===== config.mk =====
export PLATFORM = sky130hd
export DESIGN_NAME = rcd_cmd_path
export DESIGN_NICKNAME = d
export VERILOG_FILES = /design/src/shared/rcd_cmd_pkg.sv /design/src/rtl/rcd_cmd_path.sv /design/src/rtl/rcd_parity_check.sv
export VERILOG_INCLUDE_DIRS = /design/src /design/src/shared
export SDC_FILE = /design/constraint.sdc
export NUM_CORES = 1
export LEC_CHECK = 0
export ABC_AREA = 1
export BUFFER_PORTS_ARGS = -buffer_cell sky130_fd_sc_hd__buf_2
export CAP_MARGIN = 20
export CORE_MARGIN = 4
export CORE_UTILIZATION = 59
export DETAILED_ROUTE_END_ITERATION = 8
export GPL_TIMING_DRIVEN = 1
export PLACE_DENSITY_LB_ADDON = 0.05
export SLEW_MARGIN = 20
export SYNTH_ARGS = -nofsm -noshare
export SYNTH_HDL_FRONTEND = slang
export SYNTH_SLANG_ARGS = --single-unit
export TNS_END_PERCENT = 1

===== constraint.sdc =====
create_clock -name clk -period 7.5 [get_ports clk]
set_input_delay 0.375 -clock clk [delete_from_list [all_inputs] [get_ports clk]]
set_output_delay 0.375 -clock clk [all_outputs]
set_load 0.05 [all_outputs]

===== src/shared/rcd_cmd_map.svh =====
// Constants for the registering clock driver command path.
// Assumes inclusion by bare name from design and bench files.
//
// Summary of operation
// Host enters clock-enable power-down before stopping clocks
// Host holds clocks low before floating them
// Host holds clock enable stable after clocks stop
// Clock-stopped state disables receivers except clock
// Host raises selects, lowers clock enable before wake
// Outputs follow inputs soon after clock resumes
// Host keeps selects steady during stabilisation time
// Selects held high one cycle on power-down exit
// Inversion on after reset; listed B bits complemented
// Inversion off makes A and B sides equal
// Three-cycle timing holds command three cycles
// Mode-register-set disables inversion, delays select one cycle
// Host spaces mode-register-set commands three cycles apart
// Inversion returns three clocks after last mode-register-set
// Control word access decoded from select combinations
// Host never asserts exactly three of four selects
// Control word access holds outputs, selects high
// Sixteen four-bit words, address and data fields
// Host keeps upper address low, clock enable high
// Strobes and termination inputs ignored on control access
// Parity error flags error and drops write
// Control writes accepted under any timing setting
// Reset clears words except six and seven defaults
// Clock-stopped state keeps control words intact
// Clock-stopped state floats outputs, clock enables low
// Even parity over address, bank, strobes and parity
`ifndef RCD_CMD_MAP_SVH
`define RCD_CMD_MAP_SVH

// Address bits that the B side inverts (3-9, 11, 13-15)
`define RCD_ADDR_INV_MASK   16'hEBF8
// Bank bits that the B side inverts
`define RCD_BANK_INV_MASK   3'h7
// Default of vendor words six and seven (arbitrary value)
`define RCD_WORD6_RESET     4'h0
`define RCD_WORD7_RESET     4'h0
// Reset value of the other words
`define RCD_WORD_RESET      4'h0
// Three-cycle hold and inversion re-enable window
`define RCD_MRS_HOLD        2'h3
// Resume count that ends the resume state (nine cycles in it)
`define RCD_RESUME_CYCLES   4'h8
// Field positions of control word address and data
`define RCD_SEL_ADDR_LSB    0
`define RCD_DATA_ADDR_LSB   3
`define RCD_UPPER_ADDR_LSB  5

`endif


===== src/shared/rcd_cmd_pkg.sv =====
// Types for the registering clock driver command path.
// Assumes the map header supplies all numeric constants.
package rcd_cmd_pkg;
    // Sequencing state of the output stage
    typedef enum logic [3:0]
    {
        ST_RUN     = 4'h1,
        ST_STOPPED = 4'h2,
        ST_RESUME  = 4'h4,
        ST_EXIT    = 4'h8
    } pd_state_t;
endpackage


===== src/rtl/rcd_cmd_path.sv =====
// Command path: power-down sequencing, output inversion, control words.
// Assumes a clock-stop detector upstream raises clockStopped.
`timescale 1ns/100ps
`default_nettype none
`include "rcd_cmd_map.svh"
module rcd_cmd_path
#(
    parameter int ADDR_W = 16
)
(
    // Clock and reset
    input  wire logic              clk,
    input  wire logic              sys_rst,
    // Mode straps and state indications
    input  wire logic              quad_select_enable_n,
    input  wire logic              clockStopped,
    input  wire logic              cke_pd_exit,
    // Host command bus
    input  wire logic [3:0]        chip_select_in_n,
    input  wire logic [1:0]        clock_enable_in,
    input  wire logic [1:0]        odt_in,
    input  wire logic              row_strobe_in_n,
    input  wire logic              column_strobe_in_n,
    input  wire logic              write_enable_in_n,
    input  wire logic [ADDR_W-1:0] address_in,
    input  wire logic [2:0]        bank_address_in,
    input  wire logic              parity_in,
    // A-side outputs
    output logic [3:0]             chip_select_out_n,
    output logic [1:0]             clock_enable_out,
    output logic [1:0]             odt_out,
    output logic                   row_strobe_out_n,
    output logic                   column_strobe_out_n,
    output logic                   write_enable_out_n,
    output logic [ADDR_W-1:0]      a_side_address_out,
    output logic [2:0]             a_side_bank_out,
    // B-side outputs
    output logic [ADDR_W-1:0]      b_side_address_out,
    output logic [2:0]             b_side_bank_out,
    // Output enable, receiver enable, error
    output logic                   outputsDriven,
    output logic                   receiversOn,
    output logic                   error_out_n,
    // Control word state
    output logic                   inversionActive,
    output logic [63:0]            controlWords
);
    // =========================================================
    // Input sampling
    // =========================================================
    logic [3:0]        csIn_r;       // Sampled selects
    logic [1:0]        ckeIn_r;      // Sampled clock enables
    logic [1:0]        odtIn_r;      // Sampled termination
    logic              rasIn_r;      // Sampled row strobe
    logic              casIn_r;      // Sampled column strobe
    logic              weIn_r;       // Sampled write enable
    logic [ADDR_W-1:0] addrIn_r;     // Sampled address
    logic [2:0]        bankIn_r;     // Sampled bank
    logic              parIn_r;      // Sampled parity
    logic              quadEn_r;     // Quad select mode
    logic              parityBad;    // Parity fault, aligned with the sampled inputs

    // Register every command input once
    always_ff @(posedge clk)
    begin
        csIn_r   <= chip_select_in_n;
        ckeIn_r  <= clock_enable_in;
        odtIn_r  <= odt_in;
        rasIn_r  <= row_strobe_in_n;
        casIn_r  <= column_strobe_in_n;
        weIn_r   <= write_enable_in_n;
        addrIn_r <= address_in;
        bankIn_r <= bank_address_in;
        parIn_r  <= parity_in;
        quadEn_r <= ~quad_select_enable_n;
    end

    // Parity checker
    rcd_parity_check #(.ADDR_W(ADDR_W)) parityChk
    (
        .clk          (clk),
        .sys_rst      (sys_rst),
        .address      (address_in),
        .bank         (bank_address_in),
        .rowStrobeN   (row_strobe_in_n),
        .columnStrobeN(column_strobe_in_n),
        .writeEnableN (write_enable_in_n),
        .parity       (parity_in),
        .parityBad    (parityBad)
    );

    // =========================================================
    // Decoding
    // =========================================================
    // Count of asserted selects
    function automatic logic [2:0] lowCount(input logic [3:0] cs);
        lowCount = 3'({2'b0, ~cs[0]} + {2'b0, ~cs[1]} + {2'b0, ~cs[2]} + {2'b0, ~cs[3]});
    endfunction

    wire logic [3:0] csUsed   = quadEn_r ? csIn_r : {2'b11, csIn_r[1:0]};
    wire logic [2:0] csLows   = lowCount(csUsed);
    // control word access combinations
    wire logic cwAccess = quadEn_r ? (csUsed == 4'h0 || csUsed == 4'h3)
                                   : (csUsed[1:0] == 2'h0);
    wire logic oneSel   = (csLows == 3'h1);
    // mode-register-set decode
    wire logic mrsCmd   = oneSel && !rasIn_r && !casIn_r && !weIn_r;
    // word select and data fields
    wire logic [3:0] cwIndex = {bankIn_r[2], addrIn_r[`RCD_SEL_ADDR_LSB +: 3]};
    wire logic [3:0] cwData  = {bankIn_r[1:0], addrIn_r[`RCD_DATA_ADDR_LSB +: 2]};
    wire logic upperZero     = (addrIn_r[ADDR_W-1:`RCD_UPPER_ADDR_LSB] == '0);
    // valid only with upper address low, at least one clock enable high
    wire logic cwValid = cwAccess && upperZero && (ckeIn_r != 2'h0);

    // =========================================================
    // Power-down sequencing
    // =========================================================
    rcd_cmd_pkg::pd_state_t state_r;
    rcd_cmd_pkg::pd_state_t state_nxt;
    logic [3:0]             resumeCnt_r;  // Cycles since clock returned

    // Next-state selection
    always_comb
    begin
        state_nxt = state_r;
        unique case (state_r)
            rcd_cmd_pkg::ST_RUN:
                state_nxt = clockStopped ? rcd_cmd_pkg::ST_STOPPED
                          : (cke_pd_exit ? rcd_cmd_pkg::ST_EXIT : rcd_cmd_pkg::ST_RUN);
            rcd_cmd_pkg::ST_STOPPED:
                if (!clockStopped)
                    state_nxt = rcd_cmd_pkg::ST_RESUME;
            rcd_cmd_pkg::ST_RESUME:
                if (resumeCnt_r == `RCD_RESUME_CYCLES)
                    state_nxt = rcd_cmd_pkg::ST_RUN;
            rcd_cmd_pkg::ST_EXIT:
                state_nxt = rcd_cmd_pkg::ST_RUN;
            default:
                state_nxt = rcd_cmd_pkg::ST_RUN;
        endcase
    end

    // State and resume counter
    always_ff @(posedge clk)
    begin
        if (sys_rst)
        begin
            state_r     <= rcd_cmd_pkg::ST_RUN;
            resumeCnt_r <= 4'h0;
        end
        else
        begin
            state_r     <= state_nxt;
            resumeCnt_r <= (state_r == rcd_cmd_pkg::ST_RESUME) ? resumeCnt_r + 4'h1 : 4'h0;
        end
    end

    wire logic stopped = (state_r == rcd_cmd_pkg::ST_STOPPED);
    wire logic running = (state_r == rcd_cmd_pkg::ST_RUN) || (state_r == rcd_cmd_pkg::ST_EXIT);

    // =========================================================
    // Mode-register-set timing and inversion
    // =========================================================
    logic [1:0] holdCnt_r;   // Three-cycle hold remaining
    logic       mrsSelPend_r; // Delayed select of an MRS
    logic [3:0] mrsCs_r;      // Select pattern of the MRS

    // window counter re-enables inversion after three clocks
    always_ff @(posedge clk)
    begin
        if (sys_rst)
            holdCnt_r <= 2'h0;
        else if (running && mrsCmd)
            // Loaded one short: the loading edge is the first held cycle
            holdCnt_r <= `RCD_MRS_HOLD - 2'h1;
        else if (holdCnt_r != 2'h0)
            holdCnt_r <= holdCnt_r - 2'h1;
    end

    // remember select for one extra clock of delay
    always_ff @(posedge clk)
    begin
        if (sys_rst)
        begin
            mrsSelPend_r <= 1'b0;
            mrsCs_r      <= 4'hF;
        end
        else
        begin
            mrsSelPend_r <= running && mrsCmd;
            mrsCs_r      <= csUsed;
        end
    end

    // new command loads outputs unless a hold is running
    wire logic holding  = (holdCnt_r != 2'h0) && !mrsCmd;
    wire logic loadCmd  = running && !cwAccess && !holding;

    // =========================================================
    // Control words
    // =========================================================
    // write taken only when parity is good
    wire logic cwWrite = running && cwValid && !parityBad;

    // reset defaults; R24: stop keeps contents; R22: any timing
    always_ff @(posedge clk)
    begin
        if (sys_rst)
        begin
            controlWords        <= {16{`RCD_WORD_RESET}};
            controlWords[27:24] <= `RCD_WORD6_RESET;
            controlWords[31:28] <= `RCD_WORD7_RESET;
        end
        else if (cwWrite)
            controlWords[cwIndex*4 +: 4] <= cwData;
    end

    // error flag on every bad control word write
    always_ff @(posedge clk)
    begin
        if (sys_rst)
            error_out_n <= 1'b1;
        else
            error_out_n <= !(running && cwValid && parityBad);
    end

    // inversion on from reset, gated off while MRS window open
    always_ff @(posedge clk)
    begin
        if (sys_rst)
            inversionActive <= 1'b1;
        else
            inversionActive <= !((running && mrsCmd) || holding);
    end

    // =========================================================
    // Output stage
    // =========================================================
    wire logic [ADDR_W-1:0] invAddr = ADDR_W'(`RCD_ADDR_INV_MASK);
    wire logic invNext = !((running && mrsCmd) || holding);

    // receivers and outputs off in clock-stopped state
    always_ff @(posedge clk)
    begin
        if (sys_rst)
        begin
            outputsDriven <= 1'b0;
            receiversOn   <= 1'b0;
        end
        else
        begin
            outputsDriven <= !stopped && state_nxt != rcd_cmd_pkg::ST_STOPPED;
            receiversOn   <= state_nxt != rcd_cmd_pkg::ST_STOPPED;
        end
    end

    // Selects: R8 exit hold, R17 control access, R12 delay
    always_ff @(posedge clk)
    begin
        if (sys_rst || !running)
            chip_select_out_n <= 4'hF;
        // held high on power-down exit
        else if (state_r == rcd_cmd_pkg::ST_EXIT)
            chip_select_out_n <= 4'hF;
        // all selects high on control access
        else if (cwAccess)
            chip_select_out_n <= 4'hF;
        // MRS select issued one clock late
        else if (mrsSelPend_r)
            chip_select_out_n <= mrsCs_r;
        else if (mrsCmd)
            chip_select_out_n <= 4'hF;
        else
            chip_select_out_n <= csUsed;
    end

    // Clock enable and termination; R25 clock enables low when stopped
    always_ff @(posedge clk)
    begin
        if (sys_rst || stopped)
        begin
            clock_enable_out <= 2'h0;
            odt_out          <= 2'h0;
        end
        // hold on control access, odt ignored
        else if (!cwAccess)
        begin
            clock_enable_out <= ckeIn_r;
            odt_out          <= odtIn_r;
        end
    end

    // gated command and address, B side from the same sampled inputs as A side
    always_ff @(posedge clk)
    begin
        if (sys_rst)
        begin
            row_strobe_out_n    <= 1'b1;
            column_strobe_out_n <= 1'b1;
            write_enable_out_n  <= 1'b1;
            a_side_address_out  <= '0;
            a_side_bank_out     <= 3'h0;
            b_side_address_out  <= '0;
            b_side_bank_out     <= 3'h0;
        end
        else if (loadCmd)
        begin
            row_strobe_out_n    <= rasIn_r;
            column_strobe_out_n <= casIn_r;
            write_enable_out_n  <= weIn_r;
            a_side_address_out  <= addrIn_r;
            a_side_bank_out     <= bankIn_r;
            // complement listed bits only while inverting
            b_side_address_out  <= invNext ? (addrIn_r ^ invAddr) : addrIn_r;
            b_side_bank_out     <= invNext ? (bankIn_r ^ `RCD_BANK_INV_MASK) : bankIn_r;
        end
    end
endmodule
`default_nettype wire


===== src/rtl/rcd_parity_check.sv =====
// Even-parity checker over the command and address inputs.
// Assumes inputs come unregistered from the caller's clock domain.
`timescale 1ns/100ps
`default_nettype none
module rcd_parity_check
#(
    parameter int ADDR_W = 16
)
(
    // Clock and reset
    input  wire logic              clk,
    input  wire logic              sys_rst,
    // Unregistered command bus
    input  wire logic [ADDR_W-1:0] address,
    input  wire logic [2:0]        bank,
    input  wire logic              rowStrobeN,
    input  wire logic              columnStrobeN,
    input  wire logic              writeEnableN,
    input  wire logic              parity,
    // Registered parity fault
    output logic                   parityBad
);
    // odd count of ones is a fault
    wire logic oddOnes = ^{address, bank, rowStrobeN, columnStrobeN, writeEnableN, parity};

    // Register the result
    always_ff @(posedge clk)
    begin
        if (sys_rst)
            parityBad <= 1'b0;
        else
            parityBad <= oddOnes;
    end
endmodule
`default_nettype wire


==> results of run 1 <==
-- metrics by stage --
| stage | instance area [um2] | setup WS, ns | power [mW] | instances | hold slack, ns |
|---|---|---|---|---|---|
| 6_report | 8900 | 3.70 | 2.35 | 1391 | 0.0522 |
| 5_1_grt | 8900 | 3.39 | 2.44 | 1391 | 0.0337 |
| 4_1_cts | 8900 | 3.70 | 2.36 | 1391 | 0.0427 |
| 3_5_place_dp | 8210 | 3.77 | 1.37 | 1359 | 0.408 |
| 3_3_place_gp | 8210 | 3.86 | 1.36 | 1359 | 0.393 |
| 2_1_floorplan | 7460 | 4.89 | 1.28 | 1084 | 0.384 |
-- layout make-up --
type | instances | share of cell area [%]
Multi-Input combinational cell | 713 | 38.4
Sequential cell | 159 | 35.8
Timing Repair Buffer | 155 | 8.80
Inverter | 164 | 6.91
Clock buffer | 17 | 4.78
Clock inverter | 15 | 2.98
Tap cell | 168 | 2.36
-- layout by cell type, fill, tap and decap left out, types with 5 or more instances in the layout --
master       n
bufinv_16    7
nor2_1     207
buf_2      152
clkbuf_16   17
nor2_4       7
nor4_1       9
o21ai_0     28
nand2_2      7
xor2_1      18
ha_1        11
inv_1      153
nand3_4      7
nand2_1    269
a21oi_1     19
nor2_2       5
nand3_1     45
nand4_1     53
nor3_1      10
dfxtp_1    159
xnor2_1      5
inv_2       10
-- power breakdown --
group	leakage [nW]	internal (mW)	total (mW)	switching (mW)
Sequential	1.31	0.895	0.931	0.0352
Combinational	3.01	0.0975	0.423	0.326
Clock	0.341	0.657	0.999	0.342
-- synthesized netlist by cell type (all sizes together) (2+ instances only) --
library cell	instances	share of area, %
nand2	277	14
nor2	219	12
inv	163	8.2
dfxtp	159	43
nand3	56	5.2
nand4	53	4.4
buf	32	2.5
o21ai	28	1.9
a21oi	19	1.3
xor2	18	2.1
clkbuf	16	0.80
ha	11	1.8
nor3	10	0.67
nor4	9	0.75
xnor2	5	0.59
o22ai	2	0.17
-- path summary, 6_finish.rpt --
kind / from / end / slack (ns) / cells after the start
worst max-delay path: quadEn_r$_DFF_P_ / a_side_address_out[9]$_SDFFE_PP0P_ / 3.70 / 15
worst min-delay path: chip_select_in_n[1] / csIn_r[1]$_DFF_P_ / 0.05 / 1
worst max register to register: quadEn_r$_DFF_P_ / a_side_address_out[9]$_SDFFE_PP0P_ / 3.70 / 15
worst min register to register: parityChk.parityBad$_SDFF_PP0_ / error_out_n$_SDFF_PP1_ / 0.42 / 1
-- kinds of logic after synthesis --
family | synth area share (%)
compound gates | 3.54
xor+xnor | 2.70
fa+ha+maj | 2.11
buf+inv | 11.6
flops | 42.6
simple gates | 37.4
-- metal layers --
metal	up-vias	track usage, %
met3	22	5.57
li1	3582	-
met4	0	6.87
met5	-	0
met2	267	37.9
met1	3060	35.8
-- worst reg2reg max path, cell delays in order, from the launching register on --
cell      delay [ns]
dfxtp_1         0.32
inv_2           0.05
nor2_4          0.11
inv_1           0.07
fa_1            0.49
inv_1           0.05
ha_1            0.17
ha_1            0.26
nor2_1          0.04
nand4_1         0.18
o21ai_0         0.19
nand3_1         0.11
buf_4           0.35
clkinv_1        0.89
nor2_1          0.34
nor2_1          0.07
-- registers in the layout, indices dropped and copies added (netlist names), 3 cells and up --
| register | count |
|---|---|
| bankIn_r | 3 |
| csIn_r | 4 |
| a_side_address_out | 16 |
| b_side_bank_out | 3 |
| chip_select_out_n | 4 |
| state_r | 4 |
| addrIn_r | 16 |
| mrsCs_r | 4 |
| b_side_address_out | 11 |
| controlWords | 64 |
| a_side_bank_out | 3 |
| resumeCnt_r | 4 |
==> results.txt, run 1 <==
pin count of the biggest net entering global routing = 57
met3 WL post-DR = 1390 um
IO Port Bufs = 152
post-DP HPWL = 12,600 um
RSZ-0062 raised after global routing = no
Startpoint Class = flip-flop
gpl congestion = 0.866
Initial Util = 61.1%
Leak Pwr = 4.65 nW
number of CTS-inserted buffers = 17
GRT Total Usage = 24.9%
Final min period = 3.80 ns
post_cts resized = 0
Async SR Flop Fraction = 0%
area taken by flip-flops and latches = 0.00318 mm2
Least-Margin Pin Slew = 0.981 ns
Critical Path Most Common Cell = nor2_1
FILL cells = 1,060
DR WL/cell = 13.0 um
met2 routed WL = 7930 um
critical path's top delay family = buffers and inverters
fraction of layout cells with a size suffix above 1 = 18.7%
crit path cell chain = inv_2 -> nor2_4 -> inv_1 -> fa_1 -> inv_1 -> ha_1 -> ha_1 -> nor2_1 -> nand4_1 -> o21ai_0 -> nand3_1 -> buf_4 -> clkinv_1 -> nor2_1 -> nor2_1
Synth cell types = 34
clock sinks = 159
relative slew slack = 34.2%
Post-CTS Setup Repair Bufs = 0
Die Span X = 120 um
Mapped Area = 0.00746 mm2
Starting DRT DRC Count = 631
CTS Buffer Depth = 2
achievable frequency = 263 MHz
Post-route DRC = 0
drt pass-1 iters = 6
vias in the first global route = 6,068
VDD IR max = 173 uV
vias per cell = 4.98
MaxCap Viol Count = 0
Seq/Total Area, Yosys = 42.6%
Post-DRT Antenna Nets = 0
# IOs = 153
Final Hold Viols = 0
uppermost routed layer = met4
Worst-path clk slew = 0.06 ns
CP max-delay cell = clkinv_1
DIE AREA = 0.0145 mm2
Root Buffer = clkbuf_16
grt ovf = 0
Synth Net Count = 1,132
clk_skew = 0.00675 ns
number of synthesized register bits = 159
Ys Warns = 0
H-tree lvl count = 4
Die H = 120 um
Post-synth EDFFs = 0
Crit path largest cell delay = 0.88 ns
Final #Nets = 1,258
Crit. End Element = flip-flop
Post-Route Setup TNS = 0 ns
power density cells = 264 mW/mm2
row cnt = 40
final WL = 18,000 um
Layout area overhead = 19.3%
worst setup path category = flip-flop to flip-flop
diode count = 0
status = finished clean
Post-Synthesis Cells = 1,084
period utilization = 50.7%
CP bufs+invs = 5
CTS tree = yes
Avg Inst Size Synth = 6.89 um2
CP Data Required Time = 7.81 ns
worst skew pair latency = 0.42 ns
core box area = 0.0122 mm2
type of the tightest min-delay check = input pin to flip-flop
setup violators final = 0
Hold Buf Count CTS = 0
largest fanout on the critical path = 38
initial antenna violation count = 0
Critical Path AT = 4.11 ns
fin util = 72.9%
area of the multi-input gates = 0.00342 mm2
Synth Flop Type = dfxtp_1
vias = 6,931
M1 wire length = 8460 um
first-pass GRT wire length = 29,200 um
Slew Viols, Final = 0
Note: power is estimated with default switching activity, not from simulation.
==> run 2: changes to the inputs <==
- CORE_UTILIZATION: 59 -> 50
- clock period: 7.5 -> 3.12 ns (I/O delays scaled with it)
==> run 2 against run 1 <==
Non-clock buffer count up 45. Combinational power rose to 2.6 times the previous value. Die area up 17%. Critical path depth up 1. Design area up 4.8%. Power up 140%. Clock skew up 0.0046 ns. Sequential cell count unchanged.
==> results.txt, run 2 (same netlist as run 1, synthesis figures left out) <==
Worst-path clk slew = 0.06 ns (about the same)
Clk pwr share = 40.2% (was 42.5%)
placed instance count = 1,385 (was 1,359)
Starting DRT DRC Count = 558 (was 631)
worst setup path category = flip-flop to flip-flop (unchanged)
IO Port Bufs = 152 (unchanged)
worst skew pair latency = 0.43 ns (was 0.42 ns)
CTS tree = yes (unchanged)
grt ovf = 0 (unchanged)
largest fanout on the critical path = 38 (unchanged)
logic gate share of total power = 19.5% (was 18.0%)
flop2flop setup slack = 0.39 ns (was 3.70 ns)
relative slew slack = 56.2% (was 34.2%)
power density cells = 594 mW/mm2 (was 264 mW/mm2)
sequential cell fraction of total power = 40.3% (was 39.5%)
post-DP HPWL = 13,100 um (was 12,600 um)
worst hold path depth = 2 (was 1)
CP bufs+invs = 6 (was 5)
pin count of the biggest net entering global routing = 104 (was 57)
GR Util met2 = 32.5% (was 37.9%)
Critical Path Most Common Cell = nor2_1 (unchanged)
R2R cell count = 16 (was 15)
hold endpoint = state_r[0]$_SDFF_PP1_ (was csIn_r[1]$_DFF_P_)
Critical Path AT = 3.09 ns (was 4.11 ns)
RSZ-0062 raised after global routing = no (unchanged)
core box area = 0.0146 mm2 (was 0.0122 mm2)
Non-Filler Instances = 1,451 (was 1,391)
Final #Nets = 1,303 (was 1,258)
DR WL/cell = 12.8 um (was 13.0 um)
Slew Viols, Final = 0 (unchanged)
type of the tightest min-delay check = input pin to flip-flop (unchanged)
worst reg2reg endpoint = a_side_address_out[7]$_SDFFE_PP0P_ (was a_side_address_out[9]$_SDFFE_PP0P_)
Startpoint Class = flip-flop (unchanged)
Initial Util = 51.2% (was 61.1%)
max reg flops = 64 (unchanged)
VDD IR max = 418 uV (was 173 uV)
Post-route DRC = 0 (unchanged)
Crit. End Element = flip-flop (unchanged)
initial antenna violation count = 0 (unchanged)
Final min period = 2.73 ns (was 3.80 ns)
row cnt = 44 (was 40)
fraction of layout cells with a size suffix above 1 = 18.9% (was 18.7%)
diode count = 0 (unchanged)
FILL cells = 1,352 (was 1,060)
Layout area overhead = 25.0% (was 19.3%)
gpl congestion = 0.894 (was 0.866)
commonest non-fill, non-tap cell in the layout = nand2_1 (unchanged)
dpl ws = 0.194 ns (was 3.77 ns)
Die H = 130 um (was 120 um)
Largest Register = controlWords (unchanged)
vias = 6,874 (was 6,931)
first-pass GRT wire length = 30,100 um (was 29,200 um)
MaxCap Viol Count = 0 (unchanged)
vias per cell = 4.74 (was 4.98)
Hold Startpoint = cke_pd_exit (was chip_select_in_n[1])
Net Switching = 1.72 mW (was 0.703 mW)
gr busiest metal = met1 (was met2)
DIE AREA = 0.0169 mm2 (was 0.0145 mm2)
met3 GRT Util = 4.50% (was 5.57%)
crit path cell chain = inv_2 -> nor2_4 -> inv_1 -> fa_1 -> inv_1 -> ha_1 -> ha_1 -> nor2_1 -> nand4_1 -> o21ai_2 -> nand3_1 -> buf_12 -> clkinv_1 -> buf_4 -> nor2_1 -> nor2_1 (was inv_2 -> nor2_4 -> inv_1 -> fa_1 -> inv_1 -> ha_1 -> ha_1 -> nor2_1 -> nand4_1 -> o21ai_0 -> nand3_1 -> buf_4 -> clkinv_1 -> nor2_1 -> nor2_1)
clk_skew = 0.0113 ns (was 0.00675 ns)
commonest cells after routing, fill and taps aside = nand2_1, nor2_1, dfxtp_1 (unchanged)
drt pass-1 iters = 5 (was 6)
achievable frequency = 367 MHz (was 263 MHz)
final WL = 18,500 um (was 18,000 um)
status = finished clean (unchanged)
critical path's top delay family = adder cells (was buffers and inverters)
FF-to-FF Start = quadEn_r$_DFF_P_ (unchanged)
H-tree lvl count = 4 (unchanged)
P_int = 3.82 mW (was 1.65 mW)
Least-Margin Pin Slew = 0.655 ns (was 0.981 ns)
Crit path largest cell delay = 0.48 ns (was 0.88 ns)
met1 Track Usage GR = 33.1% (was 35.8%)
# IOs = 153 (unchanged)
Final Hold Viols = 0 (unchanged)
clock sinks = 159 (unchanged)
period utilization = 87.4% (was 50.7%)
CTS Buffer Depth = 2 (unchanged)
Leak Pwr = 4.83 nW (was 4.65 nW)
Root Buffer = clkbuf_16 (unchanged)
GRT Total Usage = 22.4% (was 24.9%)
Sw Ratio = 31.0% (was 29.9%)
Post-DRT Antenna Nets = 0 (unchanged)
number of CTS-inserted buffers = 17 (unchanged)
Largest regs = controlWords: 64 flops, a_side_address_out: 16 flops, addrIn_r: 16 flops (unchanged)
CP Data Required Time = 3.48 ns (was 7.81 ns)
CP max-delay cell = fa_1 (was clkinv_1)
Post-Route Setup TNS = 0 ns (unchanged)
Die Span X = 130 um (was 120 um)
vias in the first global route = 6,105 (was 6,068)
setup violators final = 0 (unchanged)
Setup WS post-layout = 0.393 ns (was 3.70 ns)
[run 2: power groups by stage]
stage	combinational, mW	clock [mW]	sequential [mW]
finish	1.08	2.23	2.23
global route	1.18	2.35	2.25
CTS	1.08	2.26	2.23
detailed placement	1.04	0	2.28
global placement	1.03	0	2.28
floorplan	0.499	0	2.57
[run 2: how the worst max path moves through the flow]
stage / startpoint / to / slack, ns / depth (start not counted)
after floorplan: quadEn_r$_DFF_P_ / a_side_address_out[5]$_SDFFE_PP0P_ / 0.51 / 15
after global placement: quadEn_r$_DFF_P_ / a_side_address_out[8]$_SDFFE_PP0P_ / 0.28 / 16
after detailed placement: quadEn_r$_DFF_P_ / a_side_address_out[7]$_SDFFE_PP0P_ / 0.19 / 16
after CTS: quadEn_r$_DFF_P_ / a_side_address_out[7]$_SDFFE_PP0P_ / 0.17 / 16
after global routing: quadEn_r$_DFF_P_ / a_side_address_out[10]$_SDFFE_PP0P_ / 0.11 / 16
final: quadEn_r$_DFF_P_ / a_side_address_out[7]$_SDFFE_PP0P_ / 0.39 / 16
[run 2: worst reg2reg max path, stage by stage (launching register included)]
cell and delay [ns]:
dfxtp_1 0.32, inv_2 0.05, nor2_4 0.11, inv_1 0.06, fa_1 0.48, inv_1 0.05, ha_1 0.17, ha_1 0.26
nor2_1 0.10, nand4_1 0.14, o21ai_2 0.11, nand3_1 0.14, buf_12 0.20, clkinv_1 0.08, buf_4 0.23, nor2_1 0.07
nor2_1 0.10
[run 2: timing repair]
action,4_1_cts,5_1_grt
hold endpoints to repair,34,0
hold buffers,34,0
setup endpoints to repair,0,35
gates resized for setup,0,2
buffers inserted,0,1
[run 2: layer usage]
| layer | share of wire [%] | vias to the layer above | routed length (um) |
|---|---|---|---|
| met5 | 0 | - | 0 |
| met4 | 1.7 | 0 | 317 |
| met3 | 5.7 | 27 | 1060 |
| met2 | 42 | 184 | 7830 |
| met1 | 50 | 2981 | 9340 |
| li1 | - | 3682 | - |
[run 2: final cells by class]
type / count / area [um2] / area share (%)
Clock inverter: 11 / 179 / 1.92
Tap cell: 184 / 230 / 2.47
Clock buffer: 20 / 457 / 4.90
Multi-Input combinational cell: 713 / 3420 / 36.7
Timing Repair Buffer: 200 / 1240 / 13.3
Sequential cell: 159 / 3180 / 34.1
Inverter: 164 / 616 / 6.60
[run 2: metrics by stage]
stage	hold WS (ns)	total power [mW]	area, um2	utilization (%)
after global placement	0.259	3.31	8340	57.2
after floorplan	0.184	3.07	7460	-
final	0.0193	5.54	9330	63.9
after CTS	0.000353	5.57	9320	63.9
after global routing	0.0679	5.78	9330	63.9
after detailed placement	0.260	3.32	8340	57.2
==> run 3: changes to the inputs <==
- CORE_UTILIZATION: 50 -> 40
- clock period: 3.12 -> 2.6 ns (I/O delays scaled with it)
==> run 3 against run 2 <==
Non-clock buffer count grew 11. Maximum frequency grew 8.8%. Cell count grew 3.9%. Global-route usage shrank 3.2 points. Largest power group unchanged. Worst hold slack gained 0.32 ns.
==> results.txt, run 3 (same netlist as run 1, synthesis figures left out) <==
status = finished clean (unchanged)
Die Span X = 145 um (was 130 um)
Non-Filler Instances = 1,508 (was 1,451)
IO Port Bufs = 152 (unchanged)
MaxCap Viol Count = 0 (unchanged)
commonest cells after routing, fill and taps aside = nand2_1, nor2_1, dfxtp_1 (unchanged)
grt ovf = 0 (unchanged)
Final min period = 2.51 ns (was 2.73 ns)
Crit. End Element = flip-flop (unchanged)
Root Buffer = clkbuf_16 (unchanged)
worst setup path category = flip-flop to flip-flop (unchanged)
clk_skew = 0.0102 ns (was 0.0113 ns)
clock sinks = 159 (unchanged)
R2R cell count = 16 (unchanged)
Post-route DRC = 0 (unchanged)
flop2flop setup slack = 0.09 ns (was 0.39 ns)
# IOs = 153 (unchanged)
final WL = 19,800 um (was 18,500 um)
fraction of layout cells with a size suffix above 1 = 20.4% (was 18.9%)
worst skew pair latency = 0.43 ns (about the same)
commonest non-fill, non-tap cell in the layout = nand2_1 (unchanged)
Largest Register = controlWords (unchanged)
FILL cells = 1,831 (was 1,352)
Layout area overhead = 28.2% (was 25.0%)
Post-DP Area = 0.00848 mm2 (was 0.00834 mm2)
diode count = 0 (unchanged)
CTS Buffer Depth = 2 (unchanged)
max reg flops = 64 (unchanged)
Hold Startpoint = odt_in[0] (was cke_pd_exit)
Final Hold Viols = 0 (unchanged)
Startpoint Class = flip-flop (unchanged)
DIE AREA = 0.0209 mm2 (was 0.0169 mm2)
Fin Hold WS = 0.335 ns (was 0.0193 ns)
pin count of the biggest net entering global routing = 107 (was 104)
Slew Viols, Final = 0 (unchanged)
largest fanout on the critical path = 8 (was 38)
Largest regs = controlWords: 64 flops, a_side_address_out: 16 flops, addrIn_r: 16 flops (unchanged)
Leak Pwr = 4.90 nW (was 4.83 nW)
row cnt = 49 (was 44)
period utilization = 96.4% (was 87.4%)
worst reg2reg endpoint = b_side_address_out[7]$_SDFFE_PP0P_ (was a_side_address_out[7]$_SDFFE_PP0P_)
type of the tightest min-delay check = input pin to flip-flop (unchanged)
Post-DRT Antenna Nets = 0 (unchanged)
vias = 6,963 (was 6,874)
first-pass GRT wire length = 31,600 um (was 30,100 um)
CTS tree = yes (unchanged)
worst hold path depth = 2 (unchanged)
VDD IR max = 525 uV (was 418 uV)
Die H = 145 um (was 130 um)
initial antenna violation count = 0 (unchanged)
Final #Nets = 1,314 (was 1,303)
GRT Total Usage = 19.2% (was 22.4%)
vias in the first global route = 6,160 (was 6,105)
core box area = 0.0181 mm2 (was 0.0146 mm2)
number of CTS-inserted buffers = 17 (unchanged)
setup violators final = 0 (unchanged)
gpl congestion = 0.840 (was 0.894)
RSZ-0062 raised after global routing = yes (was no)
vias per cell = 4.62 (was 4.74)
relative slew slack = 68.3% (was 56.2%)
power density cells = 699 mW/mm2 (was 594 mW/mm2)
Initial Util = 41.1% (was 51.2%)
drt pass-1 iters = 5 (unchanged)
Least-Margin Pin Slew = 0.474 ns (was 0.655 ns)
DR WL/cell = 13.2 um (was 12.8 um)
hold endpoint = odtIn_r[0]$_DFF_P_ (was state_r[0]$_SDFF_PP1_)
achievable frequency = 399 MHz (was 367 MHz)
FF-to-FF Start = quadEn_r$_DFF_P_ (unchanged)
Critical Path AT = 2.82 ns (was 3.09 ns)
CP Data Required Time = 2.91 ns (was 3.48 ns)
Starting DRT DRC Count = 398 (was 558)
fin util = 52.7% (was 63.9%)
placed instance count = 1,436 (was 1,385)
post-DP HPWL = 14,200 um (was 13,100 um)
Worst-path clk slew = 0.07 ns (was 0.06 ns)
design area = 0.00957 mm2 (was 0.00933 mm2)
H-tree lvl count = 4 (unchanged)
-- run 3: cell count changes in the layout (fill, tap and decap cells not counted), moves of 2 or more --
cell,previous run,this run
buf_4,11,16
o21ai_0,27,22
o21ai_1,0,5
buf_12,3,6
inv_1,153,150
inv_2,10,13
clkinv_4,3,5
clkinvlp_4,2,0
ha_1,11,9
ha_4,0,2
-- run 3: power by group --
group / switching (mW) / internal (mW)
Clock: 1.07 / 1.58
Sequential: 0.0976 / 2.58
Combinational: 0.980 / 0.377
-- run 3: per-stage QoR --
step | power (mW) | worst slack (ns) | TNS (ns)
global route | 6.99 | -0.0338 | -0.287
global placement | 4.02 | 0.0633 | 0
finish | 6.69 | 0.0940 | 0
floorplan | 3.68 | 0.00940 | 0
detailed placement | 4.03 | -0.00689 | -0.00689
CTS | 6.73 | 0.00924 | 0
-- run 3: layout make-up --
type | count | area [um2] | area share (%)
Clock buffer | 19 | 453 | 4.73
Tap cell | 229 | 287 | 2.99
Timing Repair Buffer | 211 | 1390 | 14.5
Clock inverter | 13 | 176 | 1.84
Multi-Input combinational cell | 713 | 3470 | 36.2
Inverter | 164 | 616 | 6.43
Sequential cell | 159 | 3180 | 33.3
-- run 3: worst max path at each step --
stage                          start                                  end  slack (ns)  cells after the start
floorplan           quadEn_r$_DFF_P_   a_side_address_out[5]$_SDFFE_PP0P_       0.009                     15
global placement    quadEn_r$_DFF_P_   a_side_address_out[4]$_SDFFE_PP0P_        0.06                     14
detailed placement  quadEn_r$_DFF_P_  a_side_address_out[12]$_SDFFE_PP0P_      -0.007                     14
CTS                 quadEn_r$_DFF_P_   b_side_address_out[7]$_SDFFE_PP0P_       0.009                     16
global route        quadEn_r$_DFF_P_   b_side_address_out[7]$_SDFFE_PP0P_       -0.03                     16
finish              quadEn_r$_DFF_P_   b_side_address_out[7]$_SDFFE_PP0P_        0.09                     16
-- run 3: critical path, stage by stage (launching register included) --
cell and delay [ns]:
dfxtp_2 0.32, inv_2 0.04, nor2_4 0.11, inv_2 0.04, fa_1 0.51, inv_2 0.05
ha_4 0.16, ha_4 0.23, nor2_2 0.07, nand4_1 0.12, buf_4 0.17, inv_2 0.04
nand2_2 0.06, nand2_4 0.09, buf_12 0.14, xor2_1 0.16, a21oi_1 0.08
-- run 3: metal layers --
metal	track usage (%)	up-vias	wire length (um)
met5	0	-	0
met4	5.45	0	248
met3	5.26	20	1240
met2	26.9	192	8140
met1	28.7	3056	10200
li1	-	3695	-
-- run 3: repair_timing --
action | in CTS | in global routing
endpoints found under the hold margin | 38 | 0
pin swaps | 0 | 5
setup endpoints to repair | 2 | 36
setup buffers | 0 | 4
gates cloned | 0 | 1
resized for setup | 1 | 18
hold buffers | 35 | 0
